$ cat config.mk
export PLATFORM = sky130hd
export DESIGN_NAME = can_selective_wake_config_bank
export DESIGN_NICKNAME = d
export VERILOG_FILES = /design/src/wake_cfg_pkg.sv /design/src/timeout_irq_gate.sv /design/src/can_selective_wake_config_bank.sv
export SDC_FILE = /design/constraint.sdc
export NUM_CORES = 1
export LEC_CHECK = 0
export BUFFER_PORTS_ARGS = -buffer_cell sky130_fd_sc_hd__buf_4
export CORE_MARGIN = 2
export CORE_UTILIZATION = 35
export CTS_CLUSTER_SIZE = 40
export DETAILED_ROUTE_END_ITERATION = 8
export GPL_TIMING_DRIVEN = 0
export PLACE_DENSITY_LB_ADDON = 0.12
export SLEW_MARGIN = 20
export SYNTH_ARGS = -nofsm -noshare
export SYNTH_HDL_FRONTEND = slang
export SYNTH_SLANG_ARGS = --single-unit
$ cat constraint.sdc
create_clock -name ref_clk -period 1.95 [get_ports ref_clk]
set_input_delay 0.39 -clock ref_clk [delete_from_list [all_inputs] [get_ports ref_clk]]
set_output_delay 0.39 -clock ref_clk [all_outputs]
set_load 0.01 [all_outputs]
$ cat src/wake_cfg_pkg.sv
package wake_cfg_pkg;

  // Register addresses (7-bit serial interface address space)
  localparam logic [6:0] ADDR_CONTROL      = 7'h20;
  localparam logic [6:0] ADDR_BIT_QUANTA   = 7'h21;
  localparam logic [6:0] ADDR_SAMPLE_POINT = 7'h22;
  localparam logic [6:0] ADDR_ID_BYTE3     = 7'h23;
  localparam logic [6:0] ADDR_ID_BYTE2     = 7'h24;
  localparam logic [6:0] ADDR_ID_BYTE1     = 7'h25;
  localparam logic [6:0] ADDR_ID_BYTE0     = 7'h26;

  // Control register field positions
  localparam int CTRL_OSC_TRIM_BIT   = 7;
  localparam int CTRL_UNLOCK_HI      = 6;
  localparam int CTRL_UNLOCK_LO      = 5;
  localparam int CTRL_TO_MASK_BIT    = 4;
  localparam int CTRL_VALID_BIT      = 0;
  localparam logic [1:0] UNLOCK_KEY  = 2'h3;

  // Writable bit masks, everything else reads zero; then the restart keep mask
  localparam logic [7:0] CTRL_WR_MASK   = 8'hF1;
  localparam logic [7:0] SP_WR_MASK     = 8'h3F;
  localparam logic [7:0] ID0_WR_MASK    = 8'h7F;
  localparam logic [7:0] CTRL_KEEP_MASK = 8'hF0;

  // Lowest identifier register field positions
  localparam int ID0_LO_HI     = 6;
  localparam int ID0_LO_LO     = 2;
  localparam int ID0_RTR_BIT   = 1;
  localparam int ID0_EXT_BIT   = 0;

  // Values after power-on or soft reset
  localparam logic [7:0] RST_CONTROL      = 8'h00;
  localparam logic [7:0] RST_BIT_QUANTA   = 8'hA0;
  localparam logic [7:0] RST_SAMPLE_POINT = 8'h33;
  localparam logic [7:0] RST_ID           = 8'h00;

  // Option register write window: strobe length in cycles
  localparam int OPT_WR_PULSE_CYCLES = 1;

endpackage : wake_cfg_pkg

$ cat src/timeout_irq_gate.sv
`timescale 1ns/100ps
// Sticky time-out flag and its gated interrupt request
module timeout_irq_gate
  import wake_cfg_pkg::*;
(
  input  wire logic ref_clk,       // System clock
  input  wire logic rstn,          // Synchronous reset, active low
  input  wire logic wake_active,   // Selective wake currently enabled
  input  wire logic mode_ok,       // Normal or stop mode
  input  wire logic timeout_evt,   // Bus time-out event pulse
  input  wire logic flag_clear,    // Clear request from bus_timeout_clr
  input  wire logic irq_mask,      // 1 lets the time-out reach the pin
  output logic      flag,          // Sticky time-out flag
  output logic      irq_req        // One-cycle interrupt request
);

  typedef struct packed {
    logic flag;
    logic irq;
  } gate_s;

  gate_s st;
  gate_s next_st;

  // Flag only sets while wake is on; set beats a same-cycle clear
  always_comb begin
    next_st     = st;
    next_st.irq = 1'b0;
    if (flag_clear) begin
      next_st.flag = 1'b0;
    end
    if (wake_active && timeout_evt) begin
      next_st.flag = 1'b1;
      // Mask gates the pin, not the flag
      next_st.irq  = irq_mask && mode_ok;
    end
  end

  // State register
  always_ff @(posedge ref_clk) begin
    if (!rstn) begin
      st <= '0;
    end else begin
      st <= next_st;
    end
  end

  assign flag    = st.flag;
  assign irq_req = st.irq;

endmodule : timeout_irq_gate

$ cat src/can_selective_wake_config_bank.sv
`timescale 1ns/100ps
// Functional notes
// - Control bit 7 enables oscillator trim mode
// - Unlock field 6:5 unlocks only at 11
// - Trim uses bus transmit input as reference
// - Unlock pattern also gates option register writes
// - Bit 4 masks time-out interrupt output
// - Time-out flag sets only while wake enabled
// - Wake enabled only while config-valid reads one
// - Valid clears on wake, reset, config change
// - Reserved bits read zero, ignore writes
// - Bit quanta register holds quanta per bit
// - Sample point register holds six-bit fraction
// - Power-on/soft reset loads A0, 33, zeros
// - Restart keeps control upper nibble only
// - Identifier split over four registers
// - Byte0 bit 1 selects remote request
// - Byte0 bit 0 selects extended identifier
module can_selective_wake_config_bank
  import wake_cfg_pkg::*;
(
  input  wire logic        ref_clk,            // System clock, 100 MHz
  input  wire logic        rstn,               // Power-on/soft reset, low
  input  wire logic        restart_req,        // Restart pulse
  input  wire logic        reg_wr,             // Register write strobe
  input  wire logic        reg_rd,             // Register read strobe
  input  wire logic [6:0]  reg_addr,           // Register address
  input  wire logic [7:0]  reg_wdata,          // Write data
  input  wire logic        wake_event,         // Wake-up detected pulse
  input  wire logic        bus_timeout_evt,    // Bus time-out pulse
  input  wire logic        bus_timeout_clr,    // Clear time-out flag
  input  wire logic        mode_normal_stop,   // Normal or stop mode
  input  wire logic        bus_transmit_input, // Controller transmit data
  output logic [7:0]       reg_rdata,          // Read data
  output logic             reg_rvalid,         // Read data valid pulse
  output logic             osc_trim_mode,      // Trim mode enabled
  output logic             osc_trim_unlocked,  // Recalibration unlocked
  output logic             osc_trim_active,    // Trim running
  output logic             osc_trim_ref,       // Trim reference level
  output logic             lowpower_opt_wr,    // Option register write
  output logic [7:0]       lowpower_opt_wdata, // Option register data
  output logic             selective_wake,     // Selective wake enabled
  output logic             bus_timeout_flag,   // Sticky time-out flag
  output logic             interrupt_out_n,    // Interrupt pin, low
  output logic [7:0]       quanta_per_bit,     // Quanta per bit time
  output logic [5:0]       sample_point_frac,  // Sample point fraction
  output logic [28:0]      wake_ident,         // Full wake identifier
  output logic             wake_frame_rtr,     // Expect remote frame
  output logic             wake_frame_ext      // Extended identifier
);

  // Write strobe into the option register lasts this many cycles
  if (OPT_WR_PULSE_CYCLES != 1) begin : g_pulse_chk
    $error("Option write strobe must be one cycle");
  end

  // Every register of the bank except the time-out gate's lives in one struct
  typedef struct packed {
    logic [7:0] control;
    logic [7:0] bit_quanta;
    logic [7:0] sample_pt;
    logic [7:0] id3;
    logic [7:0] id2;
    logic [7:0] id1;
    logic [7:0] id0;
    logic [7:0] rdata;
    logic       rvalid;
    logic       opt_wr;
    logic [7:0] opt_wdata;
    logic       wake_on;
    logic       trim_unlocked;
    logic       trim_active;
    logic       trim_ref;
    logic       irq_n;
  } bank_s;

  bank_s st;
  bank_s next_st;

  logic to_flag;   // Sticky time-out flag from the gate
  logic to_irq;    // One-cycle interrupt request from the gate

  // Unlock decode shared by trim and option-write gating
  function automatic logic key_ok(input logic [7:0] ctrl);
    key_ok = (ctrl[CTRL_UNLOCK_HI:CTRL_UNLOCK_LO] == UNLOCK_KEY);
  endfunction : key_ok

  // Read mux: unmapped addresses read zero
  function automatic logic [7:0] read_reg(input bank_s s,
                                          input logic [6:0] a);
    unique case (a)
      ADDR_CONTROL:      read_reg = s.control & CTRL_WR_MASK;
      ADDR_BIT_QUANTA:   read_reg = s.bit_quanta;
      ADDR_SAMPLE_POINT: read_reg = s.sample_pt & SP_WR_MASK;
      ADDR_ID_BYTE3:     read_reg = s.id3;
      ADDR_ID_BYTE2:     read_reg = s.id2;
      ADDR_ID_BYTE1:     read_reg = s.id1;
      ADDR_ID_BYTE0:     read_reg = s.id0 & ID0_WR_MASK;
      default:           read_reg = 8'h00;
    endcase
  endfunction : read_reg

  // Time-out flag and its interrupt gating live in a small leaf
  timeout_irq_gate u_timeout (
    .ref_clk     (ref_clk),
    .rstn        (rstn),
    .wake_active (st.wake_on),
    .mode_ok     (mode_normal_stop),
    .timeout_evt (bus_timeout_evt),
    .flag_clear  (bus_timeout_clr),
    .irq_mask    (st.control[CTRL_TO_MASK_BIT]),
    .flag        (to_flag),
    .irq_req     (to_irq)
  );

  // Next-state logic for the whole bank
  always_comb begin
    logic cfg_change;
    logic [7:0] wmasked;
    cfg_change        = 1'b0;
    wmasked           = 8'h00;
    next_st           = st;
    next_st.rvalid    = 1'b0;
    next_st.opt_wr    = 1'b0;
    // Register writes; reserved bits are dropped at the door
    if (reg_wr) begin
      unique case (reg_addr)
        ADDR_CONTROL: begin
          wmasked = reg_wdata & CTRL_WR_MASK;
          next_st.control = wmasked;
        end
        ADDR_BIT_QUANTA: begin
          cfg_change = (reg_wdata != st.bit_quanta);
          next_st.bit_quanta = reg_wdata;
        end
        ADDR_SAMPLE_POINT: begin
          wmasked = reg_wdata & SP_WR_MASK;
          cfg_change = (wmasked != st.sample_pt);
          next_st.sample_pt = wmasked;
        end
        ADDR_ID_BYTE3: begin
          cfg_change = (reg_wdata != st.id3);
          next_st.id3 = reg_wdata;
        end
        ADDR_ID_BYTE2: begin
          cfg_change = (reg_wdata != st.id2);
          next_st.id2 = reg_wdata;
        end
        ADDR_ID_BYTE1: begin
          cfg_change = (reg_wdata != st.id1);
          next_st.id1 = reg_wdata;
        end
        ADDR_ID_BYTE0: begin
          wmasked = reg_wdata & ID0_WR_MASK;
          cfg_change = (wmasked != st.id0);
          next_st.id0 = wmasked;
        end
        default: begin
          // Option register is outside the bank; pass it on if unlocked
          if (key_ok(st.control)) begin
            next_st.opt_wr    = 1'b1;
            next_st.opt_wdata = reg_wdata;
          end
        end
      endcase
    end
    // Any changed wake data or a wake-up drops the valid bit
    if (cfg_change || wake_event) begin
      next_st.control[CTRL_VALID_BIT] = 1'b0;
    end
    // Restart keeps the upper nibble only; other registers hold
    if (restart_req) begin
      next_st.control = st.control & CTRL_KEEP_MASK;
    end
    // Selective wake follows the stored valid bit
    next_st.wake_on  = next_st.control[CTRL_VALID_BIT];
    // Trim decode registered so the pins come straight from flops
    next_st.trim_unlocked = key_ok(next_st.control);
    next_st.trim_active   = next_st.control[CTRL_OSC_TRIM_BIT]
                            && next_st.trim_unlocked;
    // Trim reference is the transmit pin, only while trim is on
    next_st.trim_ref = next_st.trim_active && bus_transmit_input;
    // Interrupt pin pulses low for one cycle per signalled time-out
    next_st.irq_n    = !to_irq;
    // Read data registered one cycle after the strobe
    if (reg_rd) begin
      next_st.rdata  = read_reg(st, reg_addr);
      next_st.rvalid = 1'b1;
    end
  end

  // Bank register; reset loads the power-on values
  always_ff @(posedge ref_clk) begin
    if (!rstn) begin
      st            <= '0;
      st.control    <= RST_CONTROL;
      st.bit_quanta <= RST_BIT_QUANTA;
      st.sample_pt  <= RST_SAMPLE_POINT;
      st.id3        <= RST_ID;
      st.id2        <= RST_ID;
      st.id1        <= RST_ID;
      st.id0        <= RST_ID;
      st.irq_n      <= 1'b1;
    end else begin
      st <= next_st;
    end
  end

  // Outputs straight from flip-flops
  assign reg_rdata          = st.rdata;
  assign reg_rvalid         = st.rvalid;
  assign osc_trim_mode      = st.control[CTRL_OSC_TRIM_BIT];
  assign osc_trim_unlocked  = st.trim_unlocked;
  assign osc_trim_active    = st.trim_active;
  assign osc_trim_ref       = st.trim_ref;
  assign lowpower_opt_wr    = st.opt_wr;
  assign lowpower_opt_wdata = st.opt_wdata;
  assign selective_wake     = st.wake_on;
  assign bus_timeout_flag   = to_flag;
  assign interrupt_out_n    = st.irq_n;
  assign quanta_per_bit     = st.bit_quanta;
  assign sample_point_frac  = st.sample_pt[5:0];
  // Standard identifiers occupy the top eleven bits
  assign wake_ident = {st.id3, st.id2, st.id1,
                       st.id0[ID0_LO_HI:ID0_LO_LO]};
  assign wake_frame_rtr     = st.id0[ID0_RTR_BIT];
  assign wake_frame_ext     = st.id0[ID0_EXT_BIT];

  // Reserved control bits never read back
  property p_ctrl_reserved;
    @(posedge ref_clk) disable iff (!rstn)
      reg_rvalid && $past(reg_addr) == ADDR_CONTROL
      |-> reg_rdata[3:1] == 3'h0;
  endproperty
  a_ctrl_reserved: assert property (p_ctrl_reserved)
    else $error("Reserved control bits read nonzero");

  // Wake turns on only after the host writes the valid bit
  property p_wake_valid;
    @(posedge ref_clk) disable iff (!rstn)
      $rose(selective_wake) |-> $past(reg_wr)
        && $past(reg_addr) == ADDR_CONTROL
        && $past(reg_wdata[CTRL_VALID_BIT]);
  endproperty
  a_wake_valid: assert property (p_wake_valid)
    else $error("Wake enabled without a valid write");

  // Wake event drops valid next cycle
  property p_wake_clears;
    @(posedge ref_clk) disable iff (!rstn)
      wake_event |=> !selective_wake;
  endproperty
  a_wake_clears: assert property (p_wake_clears)
    else $error("Valid survived a wake event");

  // Changed identifier byte 3 drops valid
  property p_cfg_change;
    @(posedge ref_clk) disable iff (!rstn)
      reg_wr && reg_addr == ADDR_ID_BYTE3 && reg_wdata != st.id3
      |=> !selective_wake;
  endproperty
  a_cfg_change: assert property (p_cfg_change)
    else $error("Valid survived a configuration change");

  // Restart keeps upper nibble, clears lower
  property p_restart;
    @(posedge ref_clk) disable iff (!rstn)
      restart_req |=> st.control[3:0] == 4'h0
        && st.control[7:4] == $past(st.control[7:4]);
  endproperty
  a_restart: assert property (p_restart)
    else $error("Restart handled control register wrongly");

  // Option write only with unlock key
  property p_opt_lock;
    @(posedge ref_clk) disable iff (!rstn)
      lowpower_opt_wr |-> $past(st.control[6:5]) == 2'h3 && $past(reg_wr);
  endproperty
  a_opt_lock: assert property (p_opt_lock)
    else $error("Option write without unlock");

  // Trim reference silent unless trim fully active
  property p_trim_ref;
    @(posedge ref_clk) disable iff (!rstn)
      osc_trim_ref |-> osc_trim_active;
  endproperty
  a_trim_ref: assert property (p_trim_ref)
    else $error("Trim reference without unlocked trim");

  // Interrupt only with mask set and wake enabled
  property p_irq_gate;
    @(posedge ref_clk) disable iff (!rstn)
      !interrupt_out_n |-> $past(st.control[4], 2)
        && $past(selective_wake, 2);
  endproperty
  a_irq_gate: assert property (p_irq_gate)
    else $error("Interrupt raised while masked or wake off");

  // Time-out without wake does not set flag
  property p_flag_hold;
    @(posedge ref_clk) disable iff (!rstn)
      !selective_wake && bus_timeout_evt && !bus_timeout_flag
      |=> !bus_timeout_flag;
  endproperty
  a_flag_hold: assert property (p_flag_hold)
    else $error("Time-out flag set while wake off");

  // Time-out while wake is on always sets the flag
  property p_flag_set;
    @(posedge ref_clk) disable iff (!rstn)
      selective_wake && bus_timeout_evt |=> bus_timeout_flag;
  endproperty
  a_flag_set: assert property (p_flag_set)
    else $error("Time-out flag missed while wake on");

  // Restart leaves timing and identifier registers alone
  property p_restart_keeps;
    @(posedge ref_clk) disable iff (!rstn)
      restart_req && !reg_wr
      |=> $stable(quanta_per_bit) && $stable(wake_ident)
        && $stable(sample_point_frac);
  endproperty
  a_restart_keeps: assert property (p_restart_keeps)
    else $error("Restart disturbed a kept register");

  // Reserved sample point bits never read back
  property p_sp_reserved;
    @(posedge ref_clk) disable iff (!rstn)
      reg_rvalid && $past(reg_addr) == ADDR_SAMPLE_POINT
      |-> reg_rdata[7:6] == 2'h0;
  endproperty
  a_sp_reserved: assert property (p_sp_reserved)
    else $error("Reserved sample point bits read nonzero");

  // Reserved top bit of the lowest identifier byte never reads back
  property p_id0_reserved;
    @(posedge ref_clk) disable iff (!rstn)
      reg_rvalid && $past(reg_addr) == ADDR_ID_BYTE0
      |-> reg_rdata[7] == 1'b0;
  endproperty
  a_id0_reserved: assert property (p_id0_reserved)
    else $error("Reserved identifier bit read nonzero");

  // Option data is the byte written in the unlocked cycle
  property p_opt_data;
    @(posedge ref_clk) disable iff (!rstn)
      lowpower_opt_wr |-> lowpower_opt_wdata == $past(reg_wdata);
  endproperty
  a_opt_data: assert property (p_opt_data)
    else $error("Option data differs from written byte");

  c_wake_on: cover property (@(posedge ref_clk) $rose(selective_wake));
  c_irq: cover property (@(posedge ref_clk) !interrupt_out_n);
  c_opt: cover property (@(posedge ref_clk) lowpower_opt_wr);
  c_restart: cover property (@(posedge ref_clk) restart_req);

endmodule : can_selective_wake_config_bank

==> flow_summary_export.csv <==
group,metric,value,unit
run_status,status,"finished, violations left",
run_status,violations,"setup timing",
synthesis,synth_seq_cells,74,
die,dieHeight,110,µm
critical_path,max_stage_delay,0.51,ns
synthesis,yosysMostFrequentCell,"dfxtp_1",
global_routing,grt_max_degree,12,
die,die_x,110,µm
clock_network,cts_made_buffers,9,
layout,layout-drive-gt1-share,36.9,%
sta,clock.fmax,481,MHz
die,start_util,36.2,%
global_routing,grt_pass1_wl,18700,µm
critical_path,path_cells,"xnor2_1 > nand4_1 > o41ai_1 > nand3_1 > or4_4 > o21ai_2",
synthesis,synthFlopType,"dfxtp_1",
hold_path,hold_start,"bus_transmit_input",
pwr,comb_power_share,8.7,%
clock_network,cts_buffer_depth,2,
global_routing,antenna_found_initial,0,
synthesis,syn_nets,474,
hold_path,min_to,"osc_trim_ref$_SDFF_PN0_",
synthesis,synth_warnings,0,
global_routing,grtUsageTotal,21.0,%
pwr,swShare,23.6,%
pwr,p_per_area,672,nW/µm²
sta,hold_viol,0,
sta,slew_headroom,51.8,%
routing,wl_per_cell,17.4,µm
sta,setup_ws,-0.128,ns
critical_path,crit_type,"flip-flop to flip-flop",
routing,drt_pass1_iterations,4,
placement,placed_area,4810,µm²
critical_path,rr_startpoint,"wake_ident[3]$_SDFFE_PN0P_",
critical_path,r2r-end,"st[71]$_SDFFE_PP0P_",
placement,dp_slack,-0.687,ns
placement,dp_cells,676,
global_routing,grt_pass1_vias,3386,
critical_path,worstPathRequired,2.22,ns
synthesis,yosys-top-cells-area,"dfxtp_1 37%, mux2i_1 13%, buf_4 11%",
sta,period_minus_slack,2.08,ns
sta,skew,0.00486,ns
routing,wirelength,12200,µm
layout,finalNetCount,579,
synthesis,yosys-top-cells-count,"74 x dfxtp_1, 59 x buf_4, 58 x nor2_1, 53 x mux2i_1, 23 x a21oi_1",
clock_network,clock_sinks,74,
sta,finalCritPeriodShare,107,%
clock_network,clock_latency,0.34,ns
die,fp.dieArea,12200,µm²
die,rows,38,
layout,final_util,48.2,%
synthesis,synth-edff-count,0,
layout,antenna_cells,0,
critical_path,cp-start-kind,"flip-flop",
synthesis,syn_area,3950,µm²
critical_path,r2r_cells,6,
die,io_pins,95,
clock_network,cts.root.buffer_cell,"clkbuf_16",
critical_path,cp_max_fo,4,
synthesis,yosysUniqueCellTypes,54,
sta,finalMaxSlewViolations,0,
critical_path,slowest_stage,"or4_4",
critical_path,reg2reg_slack,-0.13,ns
global_routing,grt_overflow,0,
flow_run,drv_cap,0,
layout,seq_area,1480,µm²
pwr,p_leak,2.43,nW
layout,multi_input_area,1970,µm²
critical_path,worst-endpoint-arrival,2.35,ns
sta,whs,0.280,ns
synthesis,synth_top_area_share,37.5,%
routing,vias,3634,
layout,final_cell_area,5270,µm²
placement,dp_hpwl,8850,µm
placement,io_buffers,87,
sta,finalSetupViolCount,17,
critical_path,cp-end-kind,"flip-flop",
hold_path,hp-class,"primary input to flip-flop",
pwr,vdd_drop_max,0.000305,V
die,core_area,10900,µm²
pwr,p_sw,0.837,mW
pwr,clkPwrFrac,48.0,%
clock_network,cts_tree,"yes",
routing,drc,0,
routing,drt_iter0_drc,192,
pwr,p_int,2.70,mW
clock_network,path_clk_slew,0.05,ns
synthesis,synth_area_per_cell,8.81,µm²
pwr,p_total,3.54,mW
sta,tightest_slew,0.723,ns
synthesis,synthArstFlopShare,0,%
clock_network,htree_levels,3,
layout,area.growth.synth_to_final,33.3,%
synthesis,synth_area_leader_cell,"dfxtp_1",
hold_path,min_path_cells,2,
routing,drtAntennaViolNets,0,
pwr,pwr-share-seq,43.3,%
layout,n_fill_cell,1118,
layout,final_cells,699,
sta,rsz0062_at_grt,"yes",
placement,place.gp.congestion,0.903,
sta,setup-tns-final,-0.449,ns
synthesis,seq_area_frac_synth,37.5,%
synthesis,synthesis.instances,449,
routing,viasPerCell,5.20,
[layout by cell type (no fill, tap or decap), types with 2 or more instances in the layout]
| cell type | n |
|---|---|
| nand4_4 | 2 |
| nor2_1 | 58 |
| nor3_2 | 2 |
| a221o_1 | 2 |
| nand4_1 | 7 |
| a21o_1 | 2 |
| dfxtp_1 | 74 |
| nor2b_1 | 3 |
| inv_1 | 5 |
| clkbuf_2 | 6 |
| o21ai_0 | 15 |
| a32oi_1 | 7 |
| clkbuf_16 | 9 |
| o2bb2ai_1 | 4 |
| and2_1 | 3 |
| mux2i_1 | 53 |
| inv_2 | 2 |
| clkbuf_1 | 14 |
| nand2_1 | 20 |
| xnor2_1 | 11 |
| nor3_4 | 2 |
| buf_2 | 8 |
| buf_6 | 3 |
| nand2b_1 | 3 |
| a21oi_1 | 23 |
| nand3_1 | 15 |
| xor2_1 | 8 |
| clkbuf_8 | 2 |
| buf_4 | 152 |
| and3_1 | 2 |
| o22ai_1 | 2 |
| a22oi_1 | 7 |
[worst max-delay path by stage]
| stage | start | to | slack, ns |
|---|---|---|---|
| 2_1_floorplan | reg_addr[6] | st[71]$_SDFFE_PP0P_ | 0.008 |
| 3_3_place_gp | reg_addr[6] | wake_ident[5]$_SDFFE_PN0P_ | -0.64 |
| 3_5_place_dp | reg_addr[6] | wake_ident[5]$_SDFFE_PN0P_ | -0.69 |
| 4_1_cts | reg_addr[3] | wake_ident[5]$_SDFFE_PN0P_ | -0.14 |
| 5_1_grt | reg_addr[4] | st[71]$_SDFFE_PP0P_ | -0.19 |
| 6_report | wake_ident[3]$_SDFFE_PN0P_ | st[71]$_SDFFE_PP0P_ | -0.13 |
[final cells by class]
type / count / area share, %
clock inverters: 2 / 0.665
plain buffers: 88 / 11.2
well taps: 140 / 3.32
clock buffers: 14 / 5.01
multi-input cells: 279 / 37.5
inverters: 7 / 0.499
flip-flops and latches: 74 / 28.1
repair buffers: 95 / 13.7
[flip-flops by register name, summed over array words and instances (netlist names), 4 cells and up]
name and cells:
sample_point_frac 6, lowpower_opt_wdata 8, wake_ident 29, quanta_per_bit 8, st 4, reg_rdata 8
[repair_timing]
item	4_1_cts	5_1_grt
setup buffers	3	5
endpoints found under the setup margin	36	43
hold buffers	0	0
cloned	0	0
resized for setup	12	13
pin swaps	8	5
[cells by family after synthesis]
group	synth area share [%]
flip-flops	37.5
buffers and inverters	15.3
XOR/XNOR	4.21
AO/OA/AOI/OAI	13.6
AND/OR/NAND/NOR	15.8
multiplexers	13.7
[layer usage]
layer | track usage, % | part of all wire [%] | vias up
met5 | 0 | 0 | -
met4 | 8.84 | 2.4 | 0
met3 | 3.23 | 6.1 | 20
met2 | 32.3 | 46 | 150
met1 | 29.2 | 46 | 1735
li1 | - | - | 1729
[critical path, delay by kind of cell (launching register included)]
family	cells	cell delay, ns
and+or+nand+nor	3	0.78
AOI/OAI and AO/OA	2	0.62
DFF	1	0.44
xor gates and xnor gates	1	0.17
[power groups by stage]
| stage | registers (mW) | clock network, mW | logic (mW) |
|---|---|---|---|
| finish | 1.53 | 1.70 | 0.308 |
| CTS | 1.53 | 1.71 | 0.300 |
| global route | 1.53 | 1.78 | 0.333 |
| global placement | 1.56 | 0 | 0.288 |
| detailed placement | 1.56 | 0 | 0.289 |
| floorplan | 1.56 | 0 | 0.171 |
Power figures use the tool's default switching activity.
